===== config.mk =====
export PLATFORM = sky130hd
export DESIGN_NAME = dtcg_top
export DESIGN_NICKNAME = d
export VERILOG_FILES = /design/src/dtcg_pkg.sv /design/src/dtcg_pin_sampler.sv /design/src/dtcg_top.sv
export VERILOG_INCLUDE_DIRS = /design/src /design/src/src
export SDC_FILE = /design/constraint.sdc
export NUM_CORES = 1
export LEC_CHECK = 0
export ABC_AREA = 1
export BUFFER_PORTS_ARGS = -buffer_cell sky130_fd_sc_hd__buf_4
export CORE_MARGIN = 8
export CORE_UTILIZATION = 45
export DETAILED_ROUTE_END_ITERATION = 7
export GPL_TIMING_DRIVEN = 0
export PLACE_DENSITY_LB_ADDON = 0.25
export SYNTH_ARGS = -nofsm -noshare
export SYNTH_HDL_FRONTEND = slang
export SYNTH_SLANG_ARGS = --single-unit

===== constraint.sdc =====
create_clock -name ref_clk -period 2.76 [get_ports ref_clk]
set_clock_uncertainty 0.2 [all_clocks]
set_input_delay 0.552 -clock ref_clk [delete_from_list [all_inputs] [get_ports ref_clk]]
set_output_delay 0.552 -clock ref_clk [all_outputs]
set_load 0.005 [all_outputs]

===== src/dtcg_defs.svh =====
// Purpose: constants of the dual gated timer/counter block
// Assumes: register addresses are those of the special-function bus
// Notes: positions are bit indices inside the two 8-bit control registers
`ifndef DTCG_DEFS_SVH
`define DTCG_DEFS_SVH

`define DTCG_ADDR_CTRL_FLAGS 8'h88
`define DTCG_ADDR_MODE_SEL 8'h89
`define DTCG_ADDR_COUNT_LOW_ZERO 8'h8a
`define DTCG_ADDR_COUNT_LOW_ONE 8'h8b
`define DTCG_ADDR_COUNT_HIGH_ZERO 8'h8c
`define DTCG_ADDR_COUNT_HIGH_ONE 8'h8d

`define DTCG_CTRL_RESET 8'h00
`define DTCG_MODE_RESET 8'h00
`define DTCG_COUNT_RESET 8'h00
`define DTCG_UNMAPPED_READ 8'h00

// timer_mode_select fields
`define DTCG_MODE_GATE_ONE 7
`define DTCG_MODE_SEL_ONE 6
`define DTCG_MODE_HI_ONE 5
`define DTCG_MODE_LO_ONE 4
`define DTCG_MODE_GATE_ZERO 3
`define DTCG_MODE_SEL_ZERO 2
`define DTCG_MODE_HI_ZERO 1
`define DTCG_MODE_LO_ZERO 0

// timer_control_flags fields
`define DTCG_CTRL_OVF_ONE 7
`define DTCG_CTRL_RUN_ONE 6
`define DTCG_CTRL_OVF_ZERO 5
`define DTCG_CTRL_RUN_ZERO 4
`define DTCG_CTRL_EXT_FLAG_ONE 3
`define DTCG_CTRL_EXT_TYPE_ONE 2
`define DTCG_CTRL_EXT_FLAG_ZERO 1
`define DTCG_CTRL_EXT_TYPE_ZERO 0

// peripheral cycle length in clocks and prescaler wrap value
`define DTCG_PERIPH_DIV 6
`define DTCG_PRESC_MAX 5'h1f
`define DTCG_BYTE_MAX 8'hff

`endif


===== src/dtcg_pkg.sv =====
// Purpose: types shared by the dual gated timer/counter block
// Assumes: nothing beyond the defs header
// Notes: mode codes match the two-bit mode field of each timer
package dtcg_pkg;

    typedef enum logic [1:0] {
        DTCG_MODE_PRESCALED = 2'b00,
        DTCG_MODE_CASCADE = 2'b01,
        DTCG_MODE_RELOAD = 2'b10,
        DTCG_MODE_SPLIT = 2'b11
    } dtcg_mode_type;

    typedef struct packed {
        logic [7:0] lo;
        logic [7:0] hi;
        logic ovf;
    } dtcg_step_type;

endpackage


===== src/dtcg_pin_sampler.sv =====
// Purpose: per-channel pin conditioning for gate and count pins
// Assumes: tick marks the one sampling clock of each peripheral cycle
// Notes: gate path is a two-stage synchroniser plus an edge stage
`timescale 1ns/100ps
`default_nettype none

module dtcg_pin_sampler (
    input wire logic ref_clk,
    input wire logic rst_n,
    input wire logic clk_en,
    input wire logic tick,
    input wire logic gate_pin,
    input wire logic count_pin,
    output logic gate_sync,
    output logic gate_fall,
    output logic count_fall
);

    logic gate_meta_reg, gate_meta_next;
    logic gate_sync_reg, gate_sync_next;
    logic gate_prev_reg, gate_prev_next;
    logic count_samp_reg, count_samp_next;
    logic count_fall_reg, count_fall_next;

    always_comb begin
        gate_meta_next = gate_pin;
        gate_sync_next = gate_meta_reg;
        gate_prev_next = gate_sync_reg;
        count_samp_next = count_samp_reg;
        count_fall_next = 1'b0;
        if (tick) begin
            // one sample per peripheral cycle: high then low counts once
            count_samp_next = count_pin;
            count_fall_next = count_samp_reg & ~count_pin;
        end
    end

    always_ff @(posedge ref_clk or negedge rst_n) begin
        if (!rst_n) begin
            gate_meta_reg <= 1'b1;
            gate_sync_reg <= 1'b1;
            gate_prev_reg <= 1'b1;
            count_samp_reg <= 1'b0;
            count_fall_reg <= 1'b0;
        end else if (clk_en) begin
            gate_meta_reg <= gate_meta_next;
            gate_sync_reg <= gate_sync_next;
            gate_prev_reg <= gate_prev_next;
            count_samp_reg <= count_samp_next;
            count_fall_reg <= count_fall_next;
        end
    end

    assign gate_sync = gate_sync_reg;
    assign gate_fall = gate_prev_reg & ~gate_sync_reg;
    assign count_fall = count_fall_reg;

endmodule

`default_nettype wire


===== src/dtcg_top.sv =====
// Purpose: two gated timer/counters behind special-function registers
// Assumes: single clock, pins synchronous, ack pulses from the vectoring
// Notes: register reads answer one clock after the read strobe
//
// What this block does
// - gate clear, run bit set lets selected source count; run clear stops.
// - gate set and run set: count only while gate pin is high.
// - select 0 counts peripheral cycles; select 1 counts count-pin falls.
// - timer zero uses mode bits 3..0; timer one mode bits 7..4.
// - mode field 00 prescaled, 01 sixteen bit, 10 reload, 11 mode three.
// - rollover of all ones to zero sets the timer overflow flag.
// - overflow flag clears when the processor vectors to its routine.
// - mode 0: five-bit prescaler in low register carries into high.
// - mode 1: high and low form one sixteen-bit counter.
// - mode 2: low counts, overflow reloads low from unchanged high.
// - zero in mode 3: low is an 8-bit timer with own controls.
// - zero in mode 3: high counts cycles, run one, sets flag one.
// - timer one in mode 3 halts and holds its count.
// - timer one matches zero in modes 0-2; overflow feeds baud clock.
// - external flags set on pin interrupt; edge type clears on service.
// - type bit 1 selects falling edge, 0 selects active-low level.
// - timer operation advances once per six-clock peripheral cycle.
// - counter mode samples once per cycle, counts a high-then-low pair.
// - run bit never clears counts; counts readable and writable anytime.
`timescale 1ns/100ps
`default_nettype none
`include "dtcg_defs.svh"

module dtcg_top
    import dtcg_pkg::*;
#(
    parameter int PERIPH_DIV = `DTCG_PERIPH_DIV
) (
    input wire logic ref_clk,
    input wire logic rst_n,
    input wire logic clk_en,
    input wire logic [7:0] sfr_addr,
    input wire logic sfr_wr,
    input wire logic sfr_rd,
    input wire logic [7:0] sfr_wdata,
    output logic [7:0] sfr_rdata,
    input wire logic gate_pin_zero,
    input wire logic gate_pin_one,
    input wire logic count_pin_zero,
    input wire logic count_pin_one,
    input wire logic ack_overflow_zero,
    input wire logic ack_overflow_one,
    input wire logic ack_ext_irq_zero,
    input wire logic ack_ext_irq_one,
    output logic overflow_flag_zero,
    output logic overflow_flag_one,
    output logic ext_irq_flag_zero,
    output logic ext_irq_flag_one,
    output logic baud_tick_one
);

    localparam int DIV_W = (PERIPH_DIV > 1) ? $clog2(PERIPH_DIV) : 1;
    localparam logic [DIV_W-1:0] DIV_LAST = DIV_W'(PERIPH_DIV - 1);
    localparam logic [DIV_W-1:0] DIV_ONE = DIV_W'(1);

    generate
        if (PERIPH_DIV < 2 || PERIPH_DIV > 255) begin : g_bad_div
            $error("PERIPH_DIV must lie between 2 and 255");
        end
    endgenerate

    logic [DIV_W-1:0] div_reg, div_next;
    logic [7:0] mode_reg, mode_next;
    logic [7:0] ctrl_reg, ctrl_next;
    logic [7:0] count_low_zero_reg, count_low_zero_next;
    logic [7:0] count_high_zero_reg, count_high_zero_next;
    logic [7:0] count_low_one_reg, count_low_one_next;
    logic [7:0] count_high_one_reg, count_high_one_next;
    logic [7:0] rdata_reg, rdata_next;
    logic baud_reg, baud_next;

    logic tick;
    logic [1:0] gate_sync;
    logic [1:0] gate_fall;
    logic [1:0] count_fall;
    logic [1:0] gate_pins;
    logic [1:0] count_pins;

    assign gate_pins = {gate_pin_one, gate_pin_zero};
    assign count_pins = {count_pin_one, count_pin_zero};

    // one clock in PERIPH_DIV is a peripheral cycle
    always_comb begin
        div_next = (div_reg == DIV_LAST) ? '0 : div_reg + DIV_ONE;
    end

    assign tick = (div_reg == DIV_LAST);

    always_ff @(posedge ref_clk or negedge rst_n) begin
        if (!rst_n) begin
            div_reg <= '0;
        end else if (clk_en) begin
            div_reg <= div_next;
        end
    end

    genvar ch;
    generate
        for (ch = 0; ch < 2; ch++) begin : g_pins
            dtcg_pin_sampler u_sampler (
                .ref_clk(ref_clk),
                .rst_n(rst_n),
                .clk_en(clk_en),
                .tick(tick),
                .gate_pin(gate_pins[ch]),
                .count_pin(count_pins[ch]),
                .gate_sync(gate_sync[ch]),
                .gate_fall(gate_fall[ch]),
                .count_fall(count_fall[ch])
            );
        end
    endgenerate

    // advance one timer by one count in modes 0, 1 and 2;
    // in mode 3 only the low byte moves here
    function automatic dtcg_step_type count_step(
        input dtcg_mode_type mode,
        input logic [7:0] lo,
        input logic [7:0] hi
    );
        dtcg_step_type r;
        r.lo = lo;
        r.hi = hi;
        r.ovf = 1'b0;
        case (mode)
            DTCG_MODE_PRESCALED: begin
                // top three low bits are left alone
                r.lo = {lo[7:5], lo[4:0] + 5'h01};
                if (lo[4:0] == `DTCG_PRESC_MAX) begin
                    r.hi = hi + 8'h01;
                    r.ovf = (hi == `DTCG_BYTE_MAX);
                end
            end
            DTCG_MODE_CASCADE: begin
                r.lo = lo + 8'h01;
                if (lo == `DTCG_BYTE_MAX) begin
                    r.hi = hi + 8'h01;
                    r.ovf = (hi == `DTCG_BYTE_MAX);
                end
            end
            DTCG_MODE_RELOAD: begin
                if (lo == `DTCG_BYTE_MAX) begin
                    r.lo = hi;
                    r.ovf = 1'b1;
                end else begin
                    r.lo = lo + 8'h01;
                end
            end
            DTCG_MODE_SPLIT: begin
                r.lo = lo + 8'h01;
                r.ovf = (lo == `DTCG_BYTE_MAX);
            end
            default: begin
                r.lo = lo;
            end
        endcase
        return r;
    endfunction

    dtcg_mode_type mode_zero;
    dtcg_mode_type mode_one;
    logic run_zero, run_one;
    logic gate_en_zero, gate_en_one;
    logic sel_zero, sel_one;
    logic zero_split;
    logic inc_zero, inc_one, inc_high_zero;
    logic run_one_eff;
    dtcg_step_type step_zero, step_one;
    logic high_zero_ovf;
    logic ovf_one_raw;
    logic wr_ctrl;

    always_comb begin
        mode_zero = dtcg_mode_type'(mode_reg[`DTCG_MODE_HI_ZERO:
                                             `DTCG_MODE_LO_ZERO]);
        mode_one = dtcg_mode_type'(mode_reg[`DTCG_MODE_HI_ONE:
                                            `DTCG_MODE_LO_ONE]);
        gate_en_zero = mode_reg[`DTCG_MODE_GATE_ZERO];
        gate_en_one = mode_reg[`DTCG_MODE_GATE_ONE];
        sel_zero = mode_reg[`DTCG_MODE_SEL_ZERO];
        sel_one = mode_reg[`DTCG_MODE_SEL_ONE];
        run_zero = ctrl_reg[`DTCG_CTRL_RUN_ZERO];
        run_one = ctrl_reg[`DTCG_CTRL_RUN_ONE];
        zero_split = (mode_zero == DTCG_MODE_SPLIT);

        // timer zero low part: own run, gate and source in every mode
        inc_zero = run_zero & (~gate_en_zero | gate_sync[0])
                   & (sel_zero ? count_fall[0] : tick);

        // while zero is split, its high byte owns run one and flag one,
        // so timer one free-runs and only feeds the baud clock
        run_one_eff = zero_split ? 1'b1 : run_one;
        inc_one = (mode_one != DTCG_MODE_SPLIT)
                  & run_one_eff & (~gate_en_one | gate_sync[1])
                  & (sel_one ? count_fall[1] : tick);

        inc_high_zero = zero_split & run_one & tick;

        step_zero = count_step(mode_zero, count_low_zero_reg,
                               count_high_zero_reg);
        step_one = count_step(mode_one, count_low_one_reg,
                              count_high_one_reg);
        high_zero_ovf = inc_high_zero &
                        (count_high_zero_reg == `DTCG_BYTE_MAX);
        ovf_one_raw = inc_one & step_one.ovf;
        wr_ctrl = sfr_wr & (sfr_addr == `DTCG_ADDR_CTRL_FLAGS);
    end

    always_comb begin
        mode_next = mode_reg;
        ctrl_next = ctrl_reg;
        count_low_zero_next = count_low_zero_reg;
        count_high_zero_next = count_high_zero_reg;
        count_low_one_next = count_low_one_reg;
        count_high_one_next = count_high_one_reg;
        rdata_next = rdata_reg;
        baud_next = ovf_one_raw;

        // counting; run changes never touch the counts
        if (inc_zero) begin
            count_low_zero_next = step_zero.lo;
            if (!zero_split) begin
                count_high_zero_next = step_zero.hi;
            end
        end
        if (inc_high_zero) begin
            count_high_zero_next = count_high_zero_reg + 8'h01;
        end
        if (inc_one) begin
            count_low_one_next = step_one.lo;
            count_high_one_next = step_one.hi;
        end

        // a software write to a count byte wins over the count that cycle
        if (sfr_wr) begin
            case (sfr_addr)
                `DTCG_ADDR_MODE_SEL: mode_next = sfr_wdata;
                `DTCG_ADDR_CTRL_FLAGS: ctrl_next = sfr_wdata;
                `DTCG_ADDR_COUNT_LOW_ZERO:
                    count_low_zero_next = sfr_wdata;
                `DTCG_ADDR_COUNT_HIGH_ZERO:
                    count_high_zero_next = sfr_wdata;
                `DTCG_ADDR_COUNT_LOW_ONE:
                    count_low_one_next = sfr_wdata;
                `DTCG_ADDR_COUNT_HIGH_ONE:
                    count_high_one_next = sfr_wdata;
                default: ctrl_next = ctrl_reg;
            endcase
        end

        // service clears come first so a same-cycle event still lands
        if (ack_overflow_zero) begin
            ctrl_next[`DTCG_CTRL_OVF_ZERO] = 1'b0;
        end
        if (ack_overflow_one) begin
            ctrl_next[`DTCG_CTRL_OVF_ONE] = 1'b0;
        end
        if (ack_ext_irq_zero && ctrl_reg[`DTCG_CTRL_EXT_TYPE_ZERO]) begin
            ctrl_next[`DTCG_CTRL_EXT_FLAG_ZERO] = 1'b0;
        end
        if (ack_ext_irq_one && ctrl_reg[`DTCG_CTRL_EXT_TYPE_ONE]) begin
            ctrl_next[`DTCG_CTRL_EXT_FLAG_ONE] = 1'b0;
        end

        // hardware sets
        if (inc_zero && step_zero.ovf) begin
            ctrl_next[`DTCG_CTRL_OVF_ZERO] = 1'b1;
        end
        if (high_zero_ovf || (ovf_one_raw && !zero_split)) begin
            ctrl_next[`DTCG_CTRL_OVF_ONE] = 1'b1;
        end

        // level type tracks the pin; edge type latches a falling edge
        if (ctrl_reg[`DTCG_CTRL_EXT_TYPE_ZERO]) begin
            if (gate_fall[0]) begin
                ctrl_next[`DTCG_CTRL_EXT_FLAG_ZERO] = 1'b1;
            end
        end else if (!wr_ctrl) begin
            ctrl_next[`DTCG_CTRL_EXT_FLAG_ZERO] = ~gate_sync[0];
        end else if (!gate_sync[0]) begin
            ctrl_next[`DTCG_CTRL_EXT_FLAG_ZERO] = 1'b1;
        end
        if (ctrl_reg[`DTCG_CTRL_EXT_TYPE_ONE]) begin
            if (gate_fall[1]) begin
                ctrl_next[`DTCG_CTRL_EXT_FLAG_ONE] = 1'b1;
            end
        end else if (!wr_ctrl) begin
            ctrl_next[`DTCG_CTRL_EXT_FLAG_ONE] = ~gate_sync[1];
        end else if (!gate_sync[1]) begin
            ctrl_next[`DTCG_CTRL_EXT_FLAG_ONE] = 1'b1;
        end

        // reads show live state and have no side effect
        if (sfr_rd) begin
            case (sfr_addr)
                `DTCG_ADDR_MODE_SEL: rdata_next = mode_reg;
                `DTCG_ADDR_CTRL_FLAGS: rdata_next = ctrl_reg;
                `DTCG_ADDR_COUNT_LOW_ZERO:
                    rdata_next = count_low_zero_reg;
                `DTCG_ADDR_COUNT_HIGH_ZERO:
                    rdata_next = count_high_zero_reg;
                `DTCG_ADDR_COUNT_LOW_ONE:
                    rdata_next = count_low_one_reg;
                `DTCG_ADDR_COUNT_HIGH_ONE:
                    rdata_next = count_high_one_reg;
                default: rdata_next = `DTCG_UNMAPPED_READ;
            endcase
        end
    end

    always_ff @(posedge ref_clk or negedge rst_n) begin
        if (!rst_n) begin
            mode_reg <= `DTCG_MODE_RESET;
            ctrl_reg <= `DTCG_CTRL_RESET;
            count_low_zero_reg <= `DTCG_COUNT_RESET;
            count_high_zero_reg <= `DTCG_COUNT_RESET;
            count_low_one_reg <= `DTCG_COUNT_RESET;
            count_high_one_reg <= `DTCG_COUNT_RESET;
            rdata_reg <= `DTCG_UNMAPPED_READ;
            baud_reg <= 1'b0;
        end else if (clk_en) begin
            mode_reg <= mode_next;
            ctrl_reg <= ctrl_next;
            count_low_zero_reg <= count_low_zero_next;
            count_high_zero_reg <= count_high_zero_next;
            count_low_one_reg <= count_low_one_next;
            count_high_one_reg <= count_high_one_next;
            rdata_reg <= rdata_next;
            baud_reg <= baud_next;
        end
    end

    assign sfr_rdata = rdata_reg;
    assign overflow_flag_zero = ctrl_reg[`DTCG_CTRL_OVF_ZERO];
    assign overflow_flag_one = ctrl_reg[`DTCG_CTRL_OVF_ONE];
    assign ext_irq_flag_zero = ctrl_reg[`DTCG_CTRL_EXT_FLAG_ZERO];
    assign ext_irq_flag_one = ctrl_reg[`DTCG_CTRL_EXT_FLAG_ONE];
    // pulse lasts one clock; consumer must run on the same clock enable
    assign baud_tick_one = baud_reg;

endmodule

`default_nettype wire

# --- Yosys cells after proc, flatten, opt, wreduce, memory -nomap -nowiden ---
# Cells that the tools add are included.
# Widths: inputs -> output; s select.
classes:
  shift: 0
  reduce_logical: 20
  eq_ne: 20
  muxes: 51
  bitwise: 22
  order_cmp: 0
  multipliers: 0
  n_addsub: 7
  n_div: 0
ops:
  columns: ["op", "n"]
  rows:
  - ["$mux 8", 18]
  - ["$eq 8x8->1 const B", 10]
  - ["$pmux 8 s3", 2]
  - ["$pmux 8 s6", 1]
  - ["$mux 9", 4]
  - ["$add 8x1->8 const B", 4]
  - ["$pmux 8 s2", 2]
  - ["$mux 1", 21]
  - ["$and 1x1->1", 14]
  - ["$reduce_and 3->1", 4]
  - ["$reduce_bool 3->1", 4]
  - ["$add 5x1->5 const B", 2]
  - ["$eq 5x5->1 const B", 2]
  - ["$eq 2x2->1 const B", 4]
  - ["$pmux 1 s4", 2]
  - ["$not 1->1", 6]
  - ["$eq 2x1->1 const B", 2]
  - ["$logic_and 1x1->1", 4]
  - ["$logic_not 2->1", 2]
  - ["$reduce_and 2->1", 2]
  - ["$reduce_or 2->1", 2]
  - ["$add 3x1->3 const B", 1]
  - ["$eq 3x3->1 const B", 1]
  - ["$mux 3", 1]
  - ["4 further kinds", 5]
word_totals:
  ramBits: 0
  mem_bits_ro: 0
  ff_bits: 70
  n_memories: 0
  latchBits: 0

# --- Longest topological paths before layout ---
# Gate-level depths: netlist (run 1).
depth:
  word_depth: 10
  mapped_depth: 13

# --- Cells and area by module ---
# From an unflattened synthesis (run 1), not the netlist that was laid out.
unflattened:
  hier_cells: 782
  area_unflattened_um2: 5156.2
modules_own_cells:
  columns: ["mod", "n_inst", "cells_per_inst", "seq_area_each_um2", "area_per_inst_um2"]
  rows:
  - ["dtcg_top", 1, 730, 1501.4, 4733.3]
  - ["dtcg_pin_sampler", 2, 26, 128.9, 211.5]

# --- Worst setup path after synthesis (run 1) ---
# No wires, ideal clock.
synth_path:
  kind: "flip-flop to flip-flop"
  startpoint: "register count_low_one_reg[0]"
  endpoint: "register count_high_one_reg[6]"
  setup_slack_ns: 0.718
  required_ns: 2.443
  path_buffers: 0
  arrival_ns: 1.725
  path_stages_with_launch: 14
  path_cell_list: "dfrtp_1 -> ha_1 -> nand3_1 -> inv_1 -> ha_1 -> inv_1 -> a21oi_1 -> nand3_1 -> a21oi_2 -> nand2_1 -> nand2_1 -> nand3_1 -> nand2_1 -> nand2_1"
synth_between:
  elab_chain_cells: 6
  word_cells_on_any_way: 8
synth_rtl:
  columns: ["item", "line_no", "text"]
  rows:
  - ["start, declared", "dtcg_top.sv:72", "logic [7:0] count_low_one_reg, count_low_one_next;"]
  - ["start signal, assigned", "dtcg_top.sv:322", "count_low_one_reg <= `DTCG_COUNT_RESET;"]
  - ["start signal, assigned", "dtcg_top.sv:331", "count_low_one_reg <= count_low_one_next;"]
  - ["$eq 8x8->1 (no source line) or $eq 5x5->1 (tied branches)", null, null]
  - ["$mux 9 (on tied branches)", "dtcg_top.sv:141, dtcg_top.sv:134", null]
  - ["$pmux 8 s2 *", "dtcg_top.sv:130", "case (mode)"]
  - ["$mux 8 *", "dtcg_top.sv:234", "if (inc_one) begin"]
  - ["$mux 8", "dtcg_top.sv:241", "case (sfr_addr)"]
  - ["$mux 8 *", "dtcg_top.sv:240", "if (sfr_wr) begin"]
  - ["end signal, assigned", "dtcg_top.sv:323", "count_high_one_reg <= `DTCG_COUNT_RESET;"]
  - ["end signal, assigned", "dtcg_top.sv:332", "count_high_one_reg <= count_high_one_next;"]
  - ["end, declared", "dtcg_top.sv:73", "logic [7:0] count_high_one_reg, count_high_one_next;"]
# Mark *: on every way between the ends. The rest lies on a longest branch, timed or not.
# A chain may end at the register's enable or synchronous reset.

# --- Worst setup path in the final report (run 1) ---
# Same ends and word-level chain as after synthesis.

==> results.py, run 1 <==
metrics = {
    "yosys": {
        "synth-seq-cells": 70,
        "synth_cells": 769,
        "syn_avg_cell_area_um2": 6.53,
        "yosysWarnings": 0,
        "syn-num-nets": 803,
        "synth_area_um2": 5020,
        "synth.distinct_cells": 42,
        "seq_area_frac_synth_pct": 35.0,
    },
    "clock_network": {
        "cts-root-buf": "clkbuf_8",
        "cts_tree": "yes",
        "cts-resized-gates": 0,
        "clkTransAtPathRegs_ns": 0.09,
        "cts_setup_buffers": 0,
        "h-tree-depth": 3,
        "hold_buffers": 0,
        "clkSinkCount": 70,
        "worstSkewPairLatency_ns": 0.35,
        "cts_max_path_buffers": 2,
        "numCtsBuffers": 9,
    },
    "sta": {
        "finalSetupTns_ns": 0,
        "slew-limit-headroom_pct": 38.4,
        "rsz0062_at_grt": "false",
        "tightest_slew_ns": 0.924,
        "max_freq_ghz": 0.400,
        "period_share_pct": 90.6,
        "final.min_clock_period_ns": 2.50,
        "setup_violations": 0,
        "slew_viol_final": 0,
        "hold_violations": 0,
    },
    "setup_path": {
        "critPathSlowestCell": "dfrtp_1",
        "cpPeakStageDelay_ns": 0.43,
        "worstSetupPathType": "register to register",
        "crit_top_cell": "nand2_1",
        "ff2ff_setup_slack_ns": 0.26,
        "path_max_fanout": 8,
        "critPathCaptureType": "register",
        "critPathRequiredTime_ns": 2.80,
        "cp_cell_sequence": "ha_1 > nand3_1 > inv_1 > ha_1 > inv_1 > a21oi_1 > nand3_1 > a21oi_2 > nand2_1 > nand2_1 > nand3_1 > nand2_1 > nand2_1",
        "worstSetupStartpointType": "register",
        "critPathArrivalTime_ns": 2.54,
    },
    "floorplanning": {
        "core-area_um2": 10900,
        "die-area_um2": 14800,
        "die_h_um": 122,
        "fp-row-count": 38,
        "die_w_um": 122,
        "initial_core_util_pct": 46.1,
        "io_pins": 42,
    },
    "cells_and_area": {
        "final_core_util_pct": 52.5,
        "n_antenna_cell": 0,
        "syn_to_final_growth_pct": 13.9,
        "seq_area_um2": 1760,
        "drive_gt1_share_pct": 13.7,
        "fin_nets": 855,
        "multiInputGateArea_um2": 2810,
        "fillers": 1055,
    },
    "global_route": {
        "grt_pass1_wl_um": 27400,
        "antenna_found_initial": 0,
        "grt_max_degree": 71,
        "grt_use_total_pct": 23.6,
        "first_global_vias": 5033,
        "gr-total-overflow": 0,
    },
    "placement": {
        "place.gp.congestion": 0.940,
        "port_buffers": 41,
        "dp_hpwl_um": 12900,
    },
    "drt": {
        "dr_wl_met2_um": 7240,
        "met3_length_um": 1950,
        "wl_met1_um": 7750,
        "vias": 5583,
        "totalWireLength_um": 17300,
        "wl_per_cell_um": 17.9,
        "top_layer": "met4",
        "drc": 0,
        "antenna_left": 0,
        "drt_pass1_iterations": 8,
        "vias_per_cell": 5.78,
        "drtIter0Drc": 674,
    },
    "status": {
        "status": "completed",
    },
    "job": {
        "maxCapViolations": 0,
    },
    "power_and_ir_drop": {
        "power_density_nw_per_um2": 512,
        "p_leak_nw": 2.77,
        "peakVddDrop_mv": 0.449,
    },
    "min_path": {
        "hold_path.class": "input pin to async pin",
    },
}
==> per-stage QoR <==
step | setup slack, ns | cell area, µm² | power [mW] | hold slack (ns) | instances
after floorplan | 0.718 | 5020 | 1.73 | 0.0564 | 769
final | 0.260 | 5720 | 2.93 | 0.134 | 966
after detailed placement | 0.351 | 5510 | 1.99 | 0.265 | 950
after CTS | 0.318 | 5720 | 2.91 | 0.179 | 966
after global placement | 0.384 | 5510 | 1.97 | 0.256 | 950
after global routing | 0.118 | 5720 | 3.09 | 0.207 | 966
==> synthesized netlist by cell type <==
library cell  count  area, µm²
o221ai_2          1       15.0
ha_1              5       62.6
clkinv_1          1       3.75
clkbuf_1          9       33.8
nand3b_1          1       7.51
a22o_1            1       8.76
buf_4             3       22.5
nand3_1          55        275
nor3_4            1       16.3
o22ai_1          15       93.8
nor2_1           66        248
nand3_2           1       10.0
inv_1            79        297
o211ai_1          8       60.1
o21ai_0          55        275
a21o_1            1       7.51
dfrtp_1          64       1600
nor3_2            3       30.0
nor2_4            3       33.8
nor2_2            6       37.5
o21ai_2           1       8.76
nand2_4           3       33.8
nor3_1            5       25.0
o221ai_1          1       8.76
a21oi_1          62        310
clkinv_4          1       8.76
a211oi_1          1       7.51
buf_6             1       11.3
inv_2            11       41.3
xor2_1            8       70.1
dfstp_2           6        158
a221oi_1          1       8.76
a21oi_2           1       8.76
buf_2             8       40.0
a31oi_1           2       12.5
xnor2_1           1       8.76
o2111ai_1         2       17.5
o21ai_1          19       95.1
nand4_1           8       50.1
nand2_1         240        901
nand2_2           8       50.1
a21boi_0          1       7.51
==> kinds of logic (layout without fill, tap and decap cells) <==
| logic type | after synthesis | in the layout | synth area share, % |
|---|---|---|---|
| XOR/XNOR | 9 | 9 | 1.57 |
| AO/OA/AOI/OAI | 172 | 172 | 18.8 |
| buffers and inverters | 113 | 170 | 9.12 |
| AND/OR/NAND/NOR | 400 | 400 | 34.2 |
| flip-flops | 70 | 70 | 35.0 |
| adder cells (fa/ha/maj) | 5 | 5 | 1.25 |
==> critical path, delay by kind of cell (launching register included) <==
family,cells,cell delay [ns]
buffers and inverters,2,0.31
flip-flops,1,0.43
AO/OA/AOI/OAI,2,0.39
AND/OR/NAND/NOR,7,0.52
adder cells (fa/ha/maj),2,0.54
==> layout by cell type (no fill, tap or decap), types with 5 or more instances in the layout <==
cell,instances
nand2_1,240
inv_1,79
nor2_1,66
dfrtp_1,64
a21oi_1,62
nand3_1,55
o21ai_0,55
buf_4,44
o21ai_1,19
o22ai_1,15
inv_2,11
clkbuf_1,11
clkbuf_8,10
nand2_2,8
buf_2,8
nand4_1,8
xor2_1,8
o211ai_1,8
nor2_2,6
dfstp_2,6
nor3_1,5
ha_1,5
==> power by group <==
| group | switching, mW | internal (mW) | total, mW | leakage (nW) |
|---|---|---|---|---|
| registers | 0.154 | 1.17 | 1.32 | 0.906 |
| logic | 0.435 | 0.235 | 0.670 | 1.75 |
| clock network | 0.403 | 0.532 | 0.935 | 0.110 |
==> area by class of cell <==
| class | instances | share of cell area (%) |
|---|---|---|
| inverters | 92 | 6.12 |
| well taps | 140 | 3.06 |
| flip-flops and latches | 70 | 30.8 |
| plain buffers | 21 | 1.88 |
| repair buffers | 41 | 5.38 |
| multi-input cells | 586 | 49.0 |
| clock buffers | 12 | 2.54 |
| clock inverters | 4 | 1.22 |
==> routing by layer <==
layer,up-vias,GRT usage [%]
met5,-,0
met4,0,7.17
met3,35,4.03
met2,343,33.9
met1,2579,35.1
li1,2626,-
==> path summary, 6_finish.rpt <==
kind / start / end / cells past startpoint
max: count_low_one_reg[0] / count_high_one_reg[6] / 13
min: rst_n / count_high_one_reg[4] / 1
max reg2reg: count_low_one_reg[0] / count_high_one_reg[6] / 13
min reg2reg: g_pins[0].u_sampler.gate_meta_reg / g_pins[0].u_sampler.gate_meta_reg / 2
max in group asynchronous: rst_n / sfr_rdata[3] / 1
min in group ref_clk: gate_pin_zero / g_pins[0].u_sampler.gate_meta_reg / 3
Power figures use the tool's default switching activity.
==> run 2, diff against run 1 <==
ABC_AREA = 0   (was 1)
SYNTH_HIERARCHICAL = 1   (was unset)
==> results.py, run 2 <==
metrics = {
    "yosys": {
        "synth.distinct_cells": 87,
        "yosysMostFrequentCell": "dfrtp_1",
        "synth_top_area_share_pct": 33.1,
        "yosys.area_share.simple_pct": 22.7,
        "yosys.area_share.adder_pct": 1.29,
        "syn-num-nets": 567,
        "synth_area_um2": 4830,
        "muxShareOfSynthArea_pct": 9.68,
        "yosysWarnings": 6,
        "synth_cells": 533,
        "synth_edf_count": 0,
        "synth-seq-cells": 70,
        "synth_xor_xnor_area_share_pct": 0.725,
        "synthTopCellsByArea": "dfrtp_1 (33%), mux2_2 (5.1%), dfstp_2 (3.3%)",
        "seq_area_frac_synth_pct": 36.4,
        "synth-compound-area-share_pct": 23.8,
        "synth_top_family_by_area": "compound AO/OA/AOI/OAI gates",
        "synth_largest_area_cell": "dfrtp_1",
        "syn_avg_cell_area_um2": 9.07,
        "synth_ff_type": "dfrtp_1",
        "yosys-top-cells-count": "dfrtp_1 (64), nand2_1 (42), nor2_1 (33), a21oi_1 (28), nor3_1 (25)",
        "async_flop_share_pct": 100,
    },
    "setup_path": {
        "ff2ff_setup_slack_ns": 0.16,
        "cpPeakStageDelay_ns": 0.70,
        "path_max_fanout": 15,
        "crit_top_cell": "clkbuf_1",
        "r2r-end": "count_high_one_reg[5]",
        "critPathArrivalTime_ns": 2.82,
        "worstSetupStartpointType": "input pin",
        "critPathCaptureType": "register",
        "critPathSlowestCell": "clkbuf_1",
        "r2r-start": "count_low_one_reg[0]",
        "worstSetupPathType": "input pin to register",
        "critPathRequiredTime_ns": 2.85,
        "cp_cell_sequence": "buf_4 > clkbuf_1 > clkbuf_1 > clkbuf_1 > nand4_1 > nand3_1",
        "rr_worst_depth": 8,
    },
    "power_and_ir_drop": {
        "power_density_nw_per_um2": 509,
        "p_int_mw": 2.01,
        "seq_power_share_pct": 43.7,
        "combPwrFrac_pct": 18.3,
        "switching_share_pct": 29.2,
        "switchingPower_mw": 0.826,
        "p_total_mw": 2.83,
        "peakVddDrop_mv": 0.325,
        "clkPwrFrac_pct": 37.9,
        "p_leak_nw": 2.31,
    },
    "sta": {
        "final.min_clock_period_ns": 2.73,
        "slew_viol_final": 0,
        "setup_ws_ns": 0.0292,
        "max_freq_ghz": 0.366,
        "hold_violations": 0,
        "setup_violations": 0,
        "tightest_slew_ns": 0.929,
        "period_share_pct": 98.9,
        "slew-limit-headroom_pct": 38.1,
        "finalSetupTns_ns": 0,
        "rsz0062_at_grt": "false",
        "hold_ws_ns": 0.126,
    },
    "cells_and_area": {
        "instances_no_fill": 727,
        "final_core_util_pct": 52.3,
        "syn_to_final_growth_pct": 15.1,
        "final_common_cell": "dfrtp_1",
        "seq_area_um2": 1760,
        "fin_area_um2": 5570,
        "multiInputGateArea_um2": 2830,
        "layout_common_cells": "dfrtp_1 (62), nand2_1 (42), buf_4 (39)",
        "drive_gt1_share_pct": 23.3,
        "fillers": 1029,
        "n_antenna_cell": 0,
        "fin_nets": 616,
    },
    "floorplanning": {
        "io_pins": 42,
        "die-area_um2": 14300,
        "initial_core_util_pct": 45.4,
        "fp-row-count": 38,
        "die_h_um": 120,
        "core-area_um2": 10700,
        "die_w_um": 120,
    },
    "placement": {
        "dp_cells": 711,
        "pre_cts_slack_ns": -0.176,
        "dp_hpwl_um": 12700,
        "place.gp.congestion": 0.979,
        "port_buffers": 38,
        "dpl_cell_area_um2": 5300,
    },
    "drt": {
        "drc": 0,
        "drtIter0Drc": 577,
        "wl_per_cell_um": 24.1,
        "vias": 4820,
        "antenna_left": 0,
        "drt_pass1_iterations": 7,
        "totalWireLength_um": 17500,
        "vias_per_cell": 6.63,
    },
    "global_route": {
        "grt_use_total_pct": 24.2,
        "grt_pass1_wl_um": 26700,
        "gr-total-overflow": 0,
        "first_global_vias": 4712,
        "grt_max_degree": 71,
        "antenna_found_initial": 0,
    },
    "clock_network": {
        "hold_buffers": 0,
        "cts_max_path_buffers": 2,
        "clkSinkCount": 70,
        "clkTransAtPathRegs_ns": 0.08,
        "cts_tree": "yes",
        "worstSkewPairLatency_ns": 0.35,
        "cts-root-buf": "clkbuf_8",
        "numCtsBuffers": 9,
        "h-tree-depth": 3,
    },
    "min_path": {
        "hold_path.class": "input pin to async pin",
    },
    "status": {
        "status": "completed",
    },
    "job": {
        "maxCapViolations": 0,
    },
}
-- run 2: cell types whose count changed after synthesis, sizes merged, moves of 8 or more --
cell | previous run | this run
nand2 | 251 | 44
a31oi | 2 | 15
buf | 12 | 22
nand3 | 56 | 21
nand2b | 0 | 9
o21ai | 75 | 28
nor2 | 75 | 34
a21oi | 63 | 28
and3 | 0 | 12
mux2 | 0 | 25
nor3 | 9 | 25
a211oi | 1 | 9
inv | 90 | 20
-- run 2: worst max path at each step --
| stage | start | to | slack (ns) | cells after the start |
|---|---|---|---|---|
| final | clk_en | count_low_one_reg[5] | 0.03 | 6 |
| after CTS | count_low_one_reg[0] | count_high_one_reg[5] | 0.03 | 8 |
| after detailed placement | clk_en | count_low_one_reg[5] | -0.18 | 6 |
| after global routing | clk_en | count_low_zero_reg[2] | 0.02 | 5 |
| after global placement | clk_en | count_low_zero_reg[2] | -0.18 | 5 |
| after floorplan | count_low_one_reg[0] | count_high_one_reg[5] | 0.42 | 8 |
-- run 2: what timing repair did --
item	in CTS	in global routing
endpoints found under the setup margin	0	5
setup buffers	0	0
gates resized for setup	0	4
-- run 2: kinds of logic (layout without fill, tap and decap cells) --
family | after synthesis | in the layout
and+or+nand+nor | 199 | 199
AOI/OAI and AO/OA | 162 | 162
DFF | 70 | 70
buffers and inverters | 58 | 112
muxes | 35 | 35
adders and majority gates | 5 | 5
xor gates and xnor gates | 4 | 4
-- run 2: critical path: cells and delay by family --
kind | cells | cell delay, ns
buffers and inverters | 4 | 1.96
and+or+nand+nor | 2 | 0.29
-- run 2: final cells by class --
class	count	area share, %
Multi-Input combinational cell	405	50.8
Clock inverter	5	1.89
Inverter	20	1.35
Buffer	38	3.35
Clock buffer	11	2.72
Timing Repair Buffer	38	5.12
Sequential cell	70	31.6
Tap cell	140	3.15
-- run 2: layer usage --
metal	wire, µm	share of wire [%]	GRT usage (%)
met1	7360	42	32.0
met3	1960	11	7.70
met5	0	0	0
met2	7490	43	34.2
met4	730	4.2	14.0
-- run 2: power by group through the flow --
stage / clock, mW / combinational [mW] / sequential, mW
after floorplan: 0 / 0.330 / 1.21
after global placement: 0 / 0.493 / 1.24
after detailed placement: 0 / 0.507 / 1.25
after CTS: 1.08 / 0.508 / 1.23
after global routing: 1.12 / 0.564 / 1.25
final: 1.07 / 0.519 / 1.24
==> run 3, diff against run 2 <==
clock period = 2.5 ns   (was 2.76 ns; I/O delays follow)
==> results.py, run 3 (synthesis results as in run 2) <==
metrics = {
    "status": {
        "status": "completed",
    },
    "power_and_ir_drop": {
        "seq_power_share_pct": 43.4,
        "p_int_mw": 2.22,
        "power_density_nw_per_um2": 557,
        "p_total_mw": 3.14,
        "switching_share_pct": 29.2,
        "peakVddDrop_mv": 0.359,
        "combPwrFrac_pct": 18.9,
        "switchingPower_mw": 0.914,
        "p_leak_nw": 2.34,
        "clkPwrFrac_pct": 37.7,
    },
    "floorplanning": {
        "fp-row-count": 38,
        "die_w_um": 120,
        "io_pins": 42,
        "core-area_um2": 10700,
        "die_h_um": 120,
        "die-area_um2": 14300,
        "initial_core_util_pct": 45.4,
    },
    "setup_path": {
        "critPathArrivalTime_ns": 2.51,
        "rr_worst_depth": 7,
        "critPathCaptureType": "register",
        "crit_buf_inv": 4,
        "crit_top_cell": "clkbuf_1",
        "cpPeakStageDelay_ns": 0.56,
        "worstSetupPathType": "input pin to register",
        "crit_family": "buffers and inverters",
        "critPathSlowestCell": "clkbuf_1",
        "crit_cells": 6,
        "critPathRequiredTime_ns": 2.59,
        "path_max_fanout": 15,
        "worstSetupStartpointType": "input pin",
        "cp_cell_sequence": "buf_4 > clkbuf_1 > clkbuf_1 > clkbuf_2 > nand4_1 > nand3_1",
    },
    "clock_network": {
        "clkTransAtPathRegs_ns": 0.08,
        "cts_max_path_buffers": 2,
        "hold_buffers": 0,
        "numCtsBuffers": 9,
        "h-tree-depth": 3,
        "worstSkewPairLatency_ns": 0.36,
        "clkSinkCount": 70,
        "cts-root-buf": "clkbuf_8",
        "cts_tree": "yes",
    },
    "sta": {
        "max_freq_ghz": 0.414,
        "final.min_clock_period_ns": 2.42,
        "hold_violations": 0,
        "slew-limit-headroom_pct": 37.7,
        "slew_viol_final": 0,
        "period_share_pct": 96.7,
        "setup_violations": 0,
        "tightest_slew_ns": 0.934,
    },
    "cells_and_area": {
        "fin_nets": 621,
        "syn_to_final_growth_pct": 16.4,
        "final_core_util_pct": 52.8,
        "drive_gt1_share_pct": 24.7,
        "n_antenna_cell": 0,
        "layout_common_cells": "dfrtp_1 (62), buf_4 (44), nand2_1 (42)",
        "final_common_cell": "dfrtp_1",
    },
    "job": {
        "maxCapViolations": 0,
    },
    "placement": {
        "place.gp.congestion": 0.979,
        "port_buffers": 38,
        "dp_hpwl_um": 12700,
    },
    "drt": {
        "totalWireLength_um": 17700,
        "drc": 0,
        "drtIter0Drc": 516,
        "vias": 4858,
        "vias_per_cell": 6.64,
        "drt_pass1_iterations": 5,
        "wl_per_cell_um": 24.2,
        "antenna_left": 0,
    },
    "global_route": {
        "antenna_found_initial": 0,
        "gr-total-overflow": 0,
        "grt_use_total_pct": 24.4,
        "grt_pass1_wl_um": 26900,
        "first_global_vias": 4699,
        "grt_max_degree": 71,
    },
    "min_path": {
        "hold_path.class": "input pin to async pin",
    },
}
## run 3: final cells by class
cell class / count / area, µm²
inverter: 20 / 75.1
tap: 140 / 175
clock inverter: 5 / 105
timing repair buffer: 43 / 323
buffer: 38 / 189
multi-input combinational: 405 / 2850
fill: 1030 / 5020
sequential: 70 / 1760
clock buffer: 11 / 151
## run 3: power by group through the flow
| stage | Combinational (mW) | Clock [mW] | Sequential, mW |
|---|---|---|---|
| 6_report | 0.592 | 1.18 | 1.36 |
| 5_1_grt | 0.642 | 1.24 | 1.37 |
| 4_1_cts | 0.566 | 1.20 | 1.36 |
| 3_5_place_dp | 0.560 | 0 | 1.38 |
| 3_3_place_gp | 0.545 | 0 | 1.37 |
| 2_1_floorplan | 0.364 | 0 | 1.34 |
## run 3: layer usage
metal	wire length, µm	share of wire, %	GRT usage, %
met3	1950	11	7.70
met2	7440	42	34.3
met4	824	4.7	14.1
met1	7460	42	32.4
met5	0	0	0
## run 3: final timing paths
check / from / end / slack (ns)
max in group asynchronous: rst_n / count_low_one_reg[0] / 1.36
min reg2reg: baud_tick_one / baud_tick_one / 0.28
min in group ref_clk: count_pin_one / g_pins[1].u_sampler/count_fall / 0.13
max: clk_en / count_low_one_reg[5] / 0.08
min: rst_n / count_high_one_reg[0] / 0.08
max reg2reg: div_reg[1] / count_high_zero_reg[4] / 0.09
## run 3: timing repair
action	CTS	global route
cloned	0	0
pin swaps	0	1
endpoints found under the setup margin	9	10
resized for setup	6	4
buffers inserted	0	5
## run 3: metrics by stage
stage | cell area (µm²) | setup TNS [ns] | instances | setup WS (ns) | hold WS (ns)
final | 5630 | 0 | 732 | 0.0836 | 0.0782
after CTS | 5570 | 0 | 727 | 0.0113 | 0.100
after detailed placement | 5300 | -5.45 | 711 | -0.384 | 0.274
after global placement | 5300 | -5.31 | 711 | -0.384 | 0.260
after floorplan | 4830 | 0 | 533 | 0.156 | 0.00441
after global routing | 5630 | -0.0147 | 732 | -0.0147 | 0.141
